File: src/rtl/chsc_pkg.sv
package chsc_pkg;

    // ****************************************************************
    // Lower status word layout (bit 0 is the most significant)
    // ****************************************************************
    localparam int LSW_W          = 32;
    localparam int BIT_ECHO       = 0;
    localparam int BIT_PPI        = 1;
    localparam int BIT_INCLEN     = 2;
    localparam int BIT_PGMCHK     = 3;
    localparam int BIT_DATACHK    = 4;
    localparam int BIT_CTLCHK     = 5;
    localparam int BIT_IFCHK      = 6;
    localparam int BIT_CHAINCHK   = 7;
    localparam int BIT_BUSY       = 8;
    localparam int BIT_STMOD      = 9;
    localparam int BIT_CTLEND     = 10;
    localparam int BIT_DEVEND     = 13;
    localparam int RESID_LO       = 16;
    localparam int RESID_HI       = 31;
    localparam int COUNT_W        = 16;

    // ****************************************************************
    // Constants
    // ****************************************************************
    localparam logic [23:0] CCD_STEP_SKIP   = 24'h000010;
    localparam logic [15:0] COUNT_ZERO      = 16'h0000;
    localparam logic [15:0] RESET_STATUS    = 16'h0000;
    localparam logic [3:0]  CMD_LOW_ZERO    = 4'h0;
    localparam logic [1:0]  WORD_ALIGN_MASK = 2'h3;

    typedef enum logic [1:0] {
        CHSC_OP_READ    = 2'b00,
        CHSC_OP_WRITE   = 2'b01,
        CHSC_OP_CONTROL = 2'b10,
        CHSC_OP_SENSE   = 2'b11
    } chsc_op_e;

    // Descriptor as held by the subchannel
    typedef struct packed {
        logic [23:0] addr;
        logic [3:0]  cmd_low;
        logic        is_tic;
        logic        first;
        logic        data_chain;
        logic        cmd_chain;
        logic        sup_len;
        logic        ppi_flag;
        logic [15:0] count;
    } chsc_ccd_s;

    // Controller status as received
    typedef struct packed {
        logic busy;
        logic stmod;
        logic ctlend;
        logic attn;
        logic chend;
        logic devend;
        logic ucheck;
        logic uexcp;
    } chsc_dev_s;

endpackage

File: src/rtl/chsc_len_check.sv
`timescale 1ns/10ps
// Byte-count tracking and incorrect-length decision
module chsc_len_check
    import chsc_pkg::*;
(
    input  wire logic              sys_clk,
    input  wire logic              sys_rst,
    input  wire logic              load,
    input  wire logic [15:0]       load_count,
    input  wire logic              byte_req,
    input  wire logic              dev_term,
    output logic                   byte_grant,
    output logic                   inclen,
    output logic [15:0]            residual,
    output logic                   count_zero
);

    logic [15:0] count_q;
    logic        long_q;

    assign count_zero = (count_q == COUNT_ZERO);
    assign byte_grant = byte_req && !count_zero;
    assign residual   = count_q;
    // Short block: leftover count at termination
    assign inclen     = long_q || (dev_term && !count_zero);

    always_ff @(posedge sys_clk) begin
        if (sys_rst) begin
            count_q <= COUNT_ZERO;
        end else if (load) begin
            count_q <= load_count;
        end else if (byte_grant) begin
            count_q <= count_q - 16'h0001;
        end
    end

    // Long block remembered, residual stays zero
    always_ff @(posedge sys_clk) begin
        if (sys_rst || load) begin
            long_q <= 1'b0;
        end else if (byte_req && count_zero) begin
            long_q <= 1'b1;
        end
    end

endmodule

File: src/rtl/chsc_core.sv
`timescale 1ns/10ps
module chsc_core
    import chsc_pkg::*;
(
    input  wire logic              sys_clk,
    input  wire logic              sys_rst,
    input  wire chsc_ccd_s         ccd,
    input  wire logic              ccd_load,
    input  wire chsc_op_e          op,
    input  wire logic              ctl_facility,
    input  wire logic              fetch_fail,
    input  wire logic              ccd_parity_err,
    input  wire logic              tic_to_tic,
    input  wire logic              ctl_malfunction,
    input  wire logic              mem_fail,
    input  wire logic              mem_parity_err,
    input  wire logic              if_parity_err,
    input  wire logic              if_seq_err,
    input  wire logic              byte_req,
    input  wire logic              dev_valid,
    input  wire chsc_dev_s         dev,
    input  wire logic              instr_answer,
    input  wire logic              ppi_ack,
    output logic                   byte_grant,
    output logic                   status_valid,
    output logic [LSW_W-1:0]       status_word,
    output logic                   chain_go,
    output logic [23:0]            chain_addr,
    output logic                   terminate,
    output logic                   ppi_pending
);

    // ****************************************************************
    // Condition capture
    // ****************************************************************
    chsc_ccd_s   ccd_q;
    logic        pgm_q, data_q, ctl_q, if_q;
    logic        byte_grant_q, status_valid_q, chain_go_q, terminate_q, ppi_q;
    logic [23:0] chain_addr_q;
    logic [LSW_W-1:0] status_q;
    logic        grant_c, inclen_c, cnt_zero_c;
    logic [15:0] resid_c;
    logic        dev_term;
    logic        unusual;
    logic        inclen_stops;
    logic        pgm_ev;
    logic        stmod_only;
    logic [LSW_W-1:0] status_d;

    assign dev_term = dev_valid && (dev.chend || dev.devend);

    chsc_len_check u_len (
        .sys_clk    (sys_clk),
        .sys_rst    (sys_rst),
        .load       (ccd_load),
        .load_count (ccd.count),
        .byte_req   (byte_req),
        .dev_term   (dev_term),
        .byte_grant (grant_c),
        .inclen     (inclen_c),
        .residual   (resid_c),
        .count_zero (cnt_zero_c)
    );

    always_ff @(posedge sys_clk) begin
        if (sys_rst) begin
            ccd_q <= '0;
        end else if (ccd_load) begin
            ccd_q <= ccd;
        end
    end

    assign pgm_ev = (ccd_load && (
                        ((ccd.addr[1:0] & WORD_ALIGN_MASK) != 2'h0) ||
                        (ccd.cmd_low == CMD_LOW_ZERO && !ctl_facility && !ccd.is_tic) ||
                        (ccd.count == COUNT_ZERO && !ccd.is_tic) ||
                        (ccd.is_tic && ccd.first)))
                    || fetch_fail || mem_fail || tic_to_tic;

    // Flags hold until the next descriptor load; an event in that cycle wins
    always_ff @(posedge sys_clk) begin
        if (sys_rst) begin
            pgm_q  <= 1'b0;
            data_q <= 1'b0;
            ctl_q  <= 1'b0;
            if_q   <= 1'b0;
        end else begin
            pgm_q  <= pgm_ev || (pgm_q && !ccd_load);
            // Data check kept until the next descriptor load
            data_q <= mem_parity_err || (data_q && !ccd_load);
            ctl_q  <= ctl_malfunction || ccd_parity_err || (ctl_q && !ccd_load);
            if_q   <= if_parity_err || if_seq_err || (if_q && !ccd_load);
        end
    end

    // ****************************************************************
    // Post-program interrupt
    // ****************************************************************
    // Single pending slot, set wins over acknowledge
    always_ff @(posedge sys_clk) begin
        if (sys_rst) begin
            ppi_q <= 1'b0;
        end else if (ccd_q.ppi_flag && ((ccd_q.data_chain && grant_c && resid_c == 16'h0001)
                     || (ccd_q.cmd_chain && dev_valid && dev.devend))) begin
            ppi_q <= 1'b1;
        end else if (ppi_ack) begin
            ppi_q <= 1'b0;
        end
    end

    // ****************************************************************
    // Chaining decision
    // ****************************************************************
    // Incorrect length blocks chaining unless excused
    assign inclen_stops = inclen_c && !ccd_q.sup_len && (op != CHSC_OP_CONTROL);
    assign unusual = pgm_q || data_q || ctl_q || if_q || inclen_stops
                     || dev.ucheck || dev.uexcp || dev.attn || dev.busy;
    // Modifier alone in answer to an instruction
    assign stmod_only = dev_valid && instr_answer && dev.stmod && !dev.busy && !dev.ctlend
                        && !dev.attn && !dev.chend && !dev.devend && !dev.ucheck && !dev.uexcp;

    always_comb begin
        status_d = '0;
        if (stmod_only) begin
            status_d[LSW_W-1-BIT_STMOD] = 1'b1;
        end else begin
            status_d[LSW_W-1-BIT_ECHO]     = 1'b0;
            status_d[LSW_W-1-BIT_PPI]      = ppi_q;
            status_d[LSW_W-1-BIT_INCLEN]   = inclen_c;
            status_d[LSW_W-1-BIT_PGMCHK]   = pgm_q;
            status_d[LSW_W-1-BIT_DATACHK]  = data_q;
            // A terminating event posts in its own cycle, so it is shown before its flag lands
            status_d[LSW_W-1-BIT_CTLCHK]   = ctl_q || ctl_malfunction || ccd_parity_err;
            status_d[LSW_W-1-BIT_IFCHK]    = if_q || if_parity_err || if_seq_err;
            status_d[LSW_W-1-BIT_CHAINCHK] = 1'b0;
            // Controller conditions in the second byte
            status_d[LSW_W-1-BIT_BUSY -: 8] = dev;
            status_d[LSW_W-1-RESID_LO -: COUNT_W] = resid_c;
        end
    end

    always_ff @(posedge sys_clk) begin
        if (sys_rst) begin
            status_valid_q <= 1'b0;
            status_q       <= '0;
            chain_go_q     <= 1'b0;
            chain_addr_q   <= '0;
            terminate_q    <= 1'b0;
        end else begin
            status_valid_q <= 1'b0;
            chain_go_q     <= 1'b0;
            terminate_q    <= 1'b0;
            if (ctl_malfunction || ccd_parity_err || if_parity_err || if_seq_err) begin
                terminate_q    <= 1'b1;
                status_valid_q <= 1'b1;
                status_q       <= status_d;
            end else if (stmod_only) begin
                status_valid_q <= 1'b1;
                status_q       <= status_d;
            end else if (dev_valid && dev.devend && ccd_q.cmd_chain && !unusual) begin
                chain_go_q <= 1'b1;
                // Skip one descriptor on modifier
                if (dev.stmod) begin
                    chain_addr_q <= ccd_q.addr + CCD_STEP_SKIP;
                end else begin
                    chain_addr_q <= ccd_q.addr + 24'h000008;
                end
            end else if (dev_valid && (dev.devend || dev.chend)) begin
                status_valid_q <= 1'b1;
                status_q       <= status_d;
            end
        end
    end

    always_ff @(posedge sys_clk) begin
        if (sys_rst) begin
            byte_grant_q <= 1'b0;
        end else begin
            byte_grant_q <= grant_c;
        end
    end

    assign byte_grant   = byte_grant_q;
    assign status_valid = status_valid_q;
    assign status_word  = status_q;
    assign chain_go     = chain_go_q;
    assign chain_addr   = chain_addr_q;
    assign terminate    = terminate_q;
    assign ppi_pending  = ppi_q;

    // ****************************************************************
    // Checks
    // ****************************************************************
    property p_echo_clear;
        @(posedge sys_clk) disable iff (sys_rst)
        status_valid |-> !status_word[LSW_W-1-BIT_ECHO];
    endproperty
    a_echo_clear: assert property (p_echo_clear) else $error("echo bit set");

    property p_chain_chk_clear;
        @(posedge sys_clk) disable iff (sys_rst)
        status_valid |-> !status_word[LSW_W-1-BIT_CHAINCHK];
    endproperty
    a_chain_chk_clear: assert property (p_chain_chk_clear) else $error("chain check set");

    property p_stmod_only;
        @(posedge sys_clk) disable iff (sys_rst)
        stmod_only && !ctl_malfunction && !ccd_parity_err && !if_parity_err && !if_seq_err
        |=> status_valid && status_word == 32'h00400000;
    endproperty
    a_stmod_only: assert property (p_stmod_only) else $error("modifier-only status wrong");

    property p_skip;
        @(posedge sys_clk) disable iff (sys_rst)
        chain_go && $past(dev.stmod) |-> chain_addr == $past(ccd_q.addr) + 24'h000010;
    endproperty
    a_skip: assert property (p_skip) else $error("skip address wrong");

    property p_ctl_term;
        @(posedge sys_clk) disable iff (sys_rst)
        ctl_malfunction |=> terminate && !chain_go;
    endproperty
    a_ctl_term: assert property (p_ctl_term) else $error("control check not terminating");

    property p_if_term;
        @(posedge sys_clk) disable iff (sys_rst)
        (if_parity_err || if_seq_err) |=> terminate ##1 status_word[LSW_W-1-BIT_IFCHK];
    endproperty
    a_if_term: assert property (p_if_term) else $error("interface check missing");

    property p_no_long_grant;
        @(posedge sys_clk) disable iff (sys_rst)
        (byte_req && cnt_zero_c && !ccd_load) |=> !byte_grant;
    endproperty
    a_no_long_grant: assert property (p_no_long_grant) else $error("byte past count");

    property p_inclen_chain;
        @(posedge sys_clk) disable iff (sys_rst)
        chain_go |-> !$past(inclen_stops);
    endproperty
    a_inclen_chain: assert property (p_inclen_chain) else $error("chained on length");

    property p_data_chk;
        @(posedge sys_clk) disable iff (sys_rst)
        mem_parity_err && !ccd_load ##1 dev_valid && dev.devend |=> !chain_go;
    endproperty
    a_data_chk: assert property (p_data_chk) else $error("chained after data check");

endmodule

File: config.mk
export PLATFORM = sky130hd
export DESIGN_NAME = chsc_core
export DESIGN_NICKNAME = d
export VERILOG_FILES = /design/src/rtl/chsc_pkg.sv /design/src/rtl/chsc_len_check.sv /design/src/rtl/chsc_core.sv
export SDC_FILE = /design/constraint.sdc
export NUM_CORES = 1
export LEC_CHECK = 0
export BUFFER_PORTS_ARGS = -buffer_cell sky130_fd_sc_hd__buf_2
export CAP_MARGIN = 20
export CELL_PAD_IN_SITES_DETAIL_PLACEMENT = 0
export CELL_PAD_IN_SITES_GLOBAL_PLACEMENT = 1
export CORE_ASPECT_RATIO = 0.75
export CORE_UTILIZATION = 42
export CTS_CLUSTER_DIAMETER = 30
export DETAILED_ROUTE_END_ITERATION = 6
export GPL_ROUTABILITY_DRIVEN = 0
export GPL_TIMING_DRIVEN = 0
export HOLD_SLACK_MARGIN = 0.03
export PLACE_DENSITY_LB_ADDON = 0.25
export SLEW_MARGIN = 20
export SYNTH_ARGS = -nofsm -noshare
export SYNTH_HDL_FRONTEND = slang
export SYNTH_SLANG_ARGS = --single-unit
File: constraint.sdc
create_clock -name sys_clk -period 4.2 [get_ports sys_clk]
set_clock_uncertainty 0.1 [all_clocks]
set_input_delay 0.84 -clock sys_clk [delete_from_list [all_inputs] [get_ports sys_clk]]
set_output_delay 0.84 -clock sys_clk [all_outputs]
set_load 0.02 [all_outputs]
== After elaboration in Yosys (flattened, before gate mapping) ==
Index checks and enable logic that the tools add are counted.

* Flip-flop bits (word level): 110
* Input port bits: 76
* Output and inout bits: 61
* Word-level logic and storage cells: 129

* Add/sub/neg operators: 3
* Eq/ne operators: 3
* Mux-type cells: 18
* Bitwise logic cells: 2
* Reduce and logical (&&, ||, !) cells: 85

{| class="wikitable"
|+ Operators with widths
! operator !! number
|-
| $mux W32 || 4
|-
| $logic_and A1 B1 Y1 || 32
|-
| $logic_not A16 Y1 || 2
|-
| $mux W16 || 2
|-
| $logic_or A1 B1 Y1 || 30
|-
| $add A24 B4 Y24 const B || 1
|-
| $add A24 B5 Y24 const B || 1
|-
| $mux W24 || 1
|-
| $mux W22 || 1
|-
| $eq A16 B1 Y1 const B || 1
|-
| $sub A16 B1 Y16 const B || 1
|-
| $logic_not A1 Y1 || 13
|-
| $mux W1 || 9
|-
| $mux W8 || 1
|-
| $reduce_bool A2 Y1 || 3
|-
| $logic_not A4 Y1 || 1
|-
| $ne A3 B3 Y1 const B || 1
|-
| $reduce_and A3 Y1 || 1
|-
| $reduce_bool A3 Y1 || 1
|-
| $reduce_or A3 Y1 || 1
|-
| $ne A2 B2 Y1 const B || 1
|-
| $not A1 Y1 || 2
|-
| $reduce_and A2 Y1 || 1
|}

== Depth between registers and ports, before layout ==
Gate-level depths: netlist of run 1.

* Depth in word-level cells: 16
* Gate-level depth with buffers: 9
* Gate-level depth less buffers: 7

== Hierarchy ==
Synthesis of run 1 repeated with hierarchy kept, for this count alone.

* Cells, all modules: 548
* Area total of the unflattened synthesis: 4904.7 µm²

{| class="wikitable"
|+ By module, submodules not included
! module !! times used !! cells an instance !! area an instance (µm²) !! seq. area each (µm²)
|-
| chsc_core || 1 || 423 || 3885.0 || 1821.7
|-
| chsc_len_check || 1 || 125 || 1019.7 || 340.3
|}

== Least setup slack after synthesis of run 1 ==
Ideal clock, no wire load.

* Kind: input to register
* From: in dev[7] in the netlist's numbering
* To: reg chain_addr_q[23], in the netlist chain_addr[23]
* Library setup time: 0.136 ns
* Data arrival time: 2.406 ns
* Required time: 3.964 ns
* Path slack: 1.558 ns
* Stages on the path: 6
* Buffers on the path: 1
* Cell sequence: nor4_1 -> nand2_1 -> a2111o_1 -> nor2_2 -> buf_2 -> a211oi_1

* Word-level cells in the longest chain between the ends: 10
* Elaborated cells between the ends (all ways): 13
* Classes of those cells: bitwise: 1; reduce/logical: 12

{| class="wikitable"
|+ Ends and longest elaborated chain
! element !! RTL line !! text
|-
| from (decl) || chsc_core.sv:21 || <nowiki>input wire chsc_dev_s dev,</nowiki>
|-
| $logic_not A1 Y1 || chsc_core.sv:119 || <nowiki>assign stmod_only = dev_valid && instr_answer && dev.stmod && !dev.busy && !dev.ctlend</nowiki>
|-
| $logic_and A1 B1 Y1 (2 in series) || chsc_core.sv:119 ||
|-
| $logic_and A1 B1 Y1 (5 in series) || chsc_core.sv:120 || <nowiki>&& !dev.attn && !dev.chend && !dev.devend && !dev.ucheck && !dev.uexcp;</nowiki>
|-
| $not A1 Y1 (no source line) || -- ||
|-
| $reduce_and A3 Y1 (no source line) (*) || -- ||
|-
| to (signal assigned) || chsc_core.sv:164 || <nowiki>chain_addr_q <= ccd_q.addr + CCD_STEP_SKIP;</nowiki>
|-
| to (signal assigned) || chsc_core.sv:166 || <nowiki>chain_addr_q <= ccd_q.addr + 24'h000008;</nowiki>
|-
| to (decl) || chsc_core.sv:39 || <nowiki>logic [23:0] chain_addr_q;</nowiki>
|}

Every way passes the cells marked *; elsewhere a longest branch is shown, timed or not.
A chain may end at the register's enable or synchronous reset.

== Worst setup path in the final report of run 1 ==
* From: in ctl_malfunction
* To: reg chain_addr_q[23], in the netlist chain_addr[23]

* Word-level cells in the longest chain between the ends: 5

{| class="wikitable"
|+ Ends and longest elaborated chain
! element !! RTL line !! text
|-
| from (decl) || chsc_core.sv:14 || <nowiki>input wire logic ctl_malfunction,</nowiki>
|-
| $logic_or A1 B1 Y1 (3 in series) || chsc_core.sv:153 || <nowiki>if (ctl_malfunction || ccd_parity_err || if_parity_err || if_seq_err) begin</nowiki>
|-
| $not A1 Y1 (no source line) || -- ||
|-
| $reduce_and A3 Y1 (no source line) || -- ||
|}

Every way passes these cells.

==> results of run 1 <==
[final timing paths]
path / from / to / slack (ns) / cells past startpoint
setup / recovery: ctl_malfunction / chain_addr[23] / 1.19 / 7
hold / removal: status_word[14] / status_word[14] / 0.36 / 2
setup reg to reg: u_len.residual[1] / chain_addr[23] / 1.41 / 9
hold reg to reg: status_word[14] / status_word[14] / 0.36 / 2
[metrics by stage]
| step | hold slack, ns | area (um^2) | worst slack [ns] | util (%) |
|---|---|---|---|---|
| 5_1_grt | 0.386 | 6130 | 1.04 | 54.8 |
| 2_1_floorplan | 0.347 | 4950 | 1.56 | - |
| 3_5_place_dp | 0.348 | 5800 | 0.899 | 51.8 |
| 3_3_place_gp | 0.343 | 5800 | 0.922 | 51.8 |
| 4_1_cts | 0.358 | 6130 | 1.24 | 54.8 |
| 6_report | 0.360 | 6130 | 1.19 | 54.8 |
[synthesized netlist by cell type, drive strengths merged (3+ instances only)]
library cell,instances
o31ai,3
nand4,6
a211oi,33
clkbuf,24
mux2i,54
ha,5
and3,5
or4,4
a21oi,33
nor3,19
xor2,8
inv,9
or3,4
nor2,55
nand2,62
o211ai,5
o21ai,17
dfxtp,108
buf,12
xnor2,21
nor4,19
a32o,4
nand3,16
[cell type report]
class                      count  share of cell area (%)
multi-input combinational    397                    42.3
buffer                        36                    2.57
clock buffer                   9                    3.67
timing repair buffer         131                    10.7
tap                          157                    3.21
clock inverter                 5                    1.67
inverter                       9                   0.551
sequential                   108                    35.3
[sequential cells by signal, indices dropped and copies added (netlist names), 16 cells and up]
register,flops
u_len.residual,16
chain_addr,24
status_word,30
ccd_q,28
[power breakdown]
part	switching [mW]	total, mW	internal, mW	leakage (nW)
Combinational	0.184	0.308	0.124	1.45
Sequential	0.0528	1.13	1.07	0.888
Clock	0.362	0.937	0.575	0.157
[logic make-up after synthesis]
family | count (synthesis) | share of synthesized area (%)
AO/OA/AOI/OAI | 106 | 15.0
XOR/XNOR | 29 | 5.14
buffers and inverters | 45 | 3.87
flip-flops | 108 | 43.7
adder cells (fa/ha/maj) | 5 | 1.27
AND/OR/NAND/NOR | 200 | 19.7
other | 1 | 0.0758
multiplexers | 55 | 11.2
[worst max-delay path, cell delays in order]
cell and delay, ns:
buf_2 0.12, nor4_1 0.57, nand2_1 0.25, a2111o_1 0.44, nor2_2 0.44, buf_2 0.33, a211oi_1 0.11
[per-layer routing]
| layer | vias to the layer above | wire length, um |
|---|---|---|
| li1 | 2270 | - |
| met1 | 2134 | 7350 |
| met2 | 185 | 5760 |
| met3 | 8 | 1110 |
| met4 | 0 | 88 |
| met5 | - | 0 |
==> flow_summary.ini, run 1 <==
[run_status]
run_status = complete, no violations

[floorplan]
die_h_um = 96.0
ios = 137
fp.coreArea_um2 = 11200
fp-row-count = 33
die_area_um2 = 12200
die_width_um = 127
start_util_pct = 44.2

[yosys]
synth_cells = 549
synth_top_area_share_pct = 43.7
async_reset_ff_share_pct = 0
yosysSeqAreaShare_pct = 43.7
synth_cell_type_count = 48
ys_warn_count = 0
synth_enable_flop_cells = 0
syn-mean-instance-area_um2 = 9.01
synth_seq_cells = 108
synth_area_um2 = 4940
synth_largest_area_cell = dfxtp_1
synthTopCellsByArea = dfxtp_1 44%, mux2i_1 11%, a211oi_1 4.7%
synthFlopType = dfxtp_1

[drt]
ant_nets = 0
postRouteWirelength_um = 14300
drt_iter0_drc = 350
vias_per_cell = 5.40
wl_per_cell_um = 16.8
dr_total_vias = 4597
drt_pass1_iterations = 4
drc = 0

[sta]
max_freq_ghz = 0.332
hold_violations = 0
tightestPinTransition_ns = 0.756
min_period_over_period_pct = 71.8
fin_crit_ns = 3.01
setup_viol = 0
slew-limit-headroom_pct = 49.1
setup_tns_ns = 0
final-max-slew-violation-count = 0
rsz0062_at_grt = no

[global_route]
track_usage_pct = 23.6
met2_usage_pct = 34.3
grt_util_met1_pct = 35.3
grt_pass1_wl_um = 22100
overflow = 0
grt_max_degree = 17
top_usage_layer = met1
antenna_found_initial = 0
grt_pass1_vias = 4100
grtUsageMet3_pct = 5.50

[setup_path]
required_ns = 4.29
worst_ep_arrival_time_ns = 3.10
cp_max_fo = 10
cp-start-kind = input port
cp-end-kind = register
crit_type = input port to register

[clock_network]
cts_hold_buf = 0
numCtsBuffers = 9
numClockSinks = 108
insertion_delay_ns = 0.34
tritoncts = built
clk_pin_slew_ns = 0.07
cts_root_buf = clkbuf_16
cts_buffer_depth = 2
post_cts.repair.setup_buffers = 0
cts_max_level = 3
ctsResizeCount = 0

[layout]
nNetsFinal = 773
regArea_um2 = 2160
final_common_cell = buf_2
antenna_cells = 0
num-fill-cells = 1051
multi_input_area_um2 = 2590
area_growth_pct = 23.9
drive_gt1_share_pct = 24.0
final_cell_mix = 137 x buf_2, 108 x dfxtp_1, 62 x nand2_1
fin_cells = 852

[placement]
post-place-cells = 838
place_hpwl_um = 11200
portBuffers = 131

[pwr]
ir_worst_vdd_mv = 0.203
power_mw = 2.37
p_per_area_nw_per_um2 = 387
p_leak_nw = 2.50

[flow_run]
maxCapViolCount = 0

[min_path]
hold_class = register to register
Power figures use the tool's default switching activity.
==> run 2: changes to the inputs <==
Settings changed: CORE_UTILIZATION 42 to 35.
Clock period 4.2 ns to 2.6 ns, I/O delays scaled along.
==> run 2 against run 1 <==
- the flow now finishes with violations (design-rule violations)
- sequential share of layout area shrank 0.38 points
- first-iteration DRC count shrank 19%
- cell count grew 2.5%
- hold slack lost 0.060 ns
- power grew 57%
- sequential cell count is the same
- largest power group unchanged
==> flow_summary.ini, run 2 (synthesized netlist as in run 1, its figures left out) <==
[clock_network]
tritoncts = built
numClockSinks = 108
cts_max_level = 3
insertion_delay_ns = 0.36
cts_hold_buf = 0
clk_pin_slew_ns = 0.07
cts_buffer_depth = 2
cts_root_buf = clkbuf_16
numCtsBuffers = 9

[placement]
place_hpwl_um = 11300
portBuffers = 131
preCtsSetupSlack_ns = -0.461
post-place-cells = 856

[run_status]
run_status = complete, but fails checks
violations = design-rule violations

[setup_path]
worst_ep_arrival_time_ns = 2.59
cp-end-kind = register
cp-start-kind = register
required_ns = 2.77
cp_max_fo = 5
crit_type = register to register

[pwr]
power_mw = 3.73
clkPwrFrac_pct = 37.7
switching_power_mw = 1.01
p_per_area_nw_per_um2 = 602
ir_worst_vdd_mv = 0.326
p_leak_nw = 2.52
swShare_pct = 27.1
combPwrFrac_pct = 13.7
p_int_mw = 2.72
p_seq_share_pct = 48.7

[drt]
wl_per_cell_um = 16.7
postRouteWirelength_um = 14600
drt_iter0_drc = 284
dr_total_vias = 4497
ant_nets = 0
drc = 13
drt_pass1_iterations = 7
vias_per_cell = 5.15

[sta]
slew-limit-headroom_pct = 45.6
setup_viol = 0
fin_crit_ns = 2.42
tightestPinTransition_ns = 0.808
min_period_over_period_pct = 93.1
max_freq_ghz = 0.413
final-max-slew-violation-count = 0
worst_slack_ns = 0.178
timing.hold.ws_ns = 0.300
hold_violations = 0

[flow_run]
maxCapViolCount = 0

[global_route]
track_usage_pct = 20.4
grt_pass1_vias = 4307
antenna_found_initial = 1
overflow = 0
grt_max_degree = 18
grt_pass1_wl_um = 22900

[layout]
final_cell_mix = 135 x buf_2, 108 x dfxtp_1, 62 x nand2_1
area_growth_pct = 25.3
largest_reg_flops = 30
fin_cells = 873
final_core_util_pct = 45.1
drive_gt1_share_pct = 25.1
antenna_cells = 0
final_common_cell = buf_2
nNetsFinal = 774

[floorplan]
die_area_um2 = 14600
die_h_um = 105
start_util_pct = 36.0
fp.coreArea_um2 = 13700
fp-row-count = 37
die_width_um = 139
ios = 137

[min_path]
hold_class = input port to register
## run 2: cell count changes in the layout (fill, tap and decap cells not counted), sizes merged
cell and delta:
inv +1, clkinv +1, bufinv -2, clkbuf +3
## run 2: final timing paths
path | from | endpoint | slack (ns) | depth (start not counted)
setup / recovery | ccd_q[29] | chain_addr[23] | 0.18 | 6
hold / removal | ccd[29] | ccd_q[29] | 0.30 | 3
setup reg to reg | ccd_q[29] | chain_addr[23] | 0.18 | 6
hold reg to reg | status_word[11] | status_word[11] | 0.36 | 2
## run 2: area by class of cell
type | count | area (um^2)
buffer | 36 | 173
clock buffer | 11 | 243
clock inverter | 5 | 60.1
fill | 1405 | 7550
inverter | 9 | 33.8
multi-input combinational | 397 | 2640
sequential | 108 | 2160
tap | 175 | 219
timing repair buffer | 132 | 663
## run 2: stage by stage
| stage | setup TNS, ns | area (um^2) |
|---|---|---|
| after floorplan | 0 | 4950 |
| after global placement | -10.93 | 5820 |
| after detailed placement | -13.51 | 5820 |
| after CTS | 0 | 6140 |
| after global routing | -0.00793 | 6200 |
| final | 0 | 6200 |
## run 2: power groups by stage
stage	registers, mW	logic, mW	clock network [mW]
after floorplan	1.86	0.286	0
after global placement	1.85	0.488	0
after detailed placement	1.85	0.495	0
after CTS	1.81	0.499	1.44
after global routing	1.83	0.562	1.50
final	1.81	0.510	1.40
## run 2: worst max-delay path, cell delays in order (launching register included)
cell	delay, ns
dfxtp_1	0.44
ha_1	0.23
mux2i_1	0.18
nor4_1	0.72
nand4_1	0.25
xor2_1	0.20
a211oi_1	0.21
## run 2: repair_timing
action | CTS | global route
gates resized for setup | 2 | 14
setup buffers | 0 | 1
setup endpoints to repair | 10 | 48
pin swaps | 0 | 2
## run 2: routing by layer
layer | GRT usage, % | up-vias | part of all wire [%]
met5 | 0 | - | 0
met4 | 5.24 | 0 | 1.2
met3 | 5.50 | 12 | 5.8
met2 | 28.9 | 119 | 41
met1 | 30.0 | 2110 | 52
li1 | - | 2256 | -
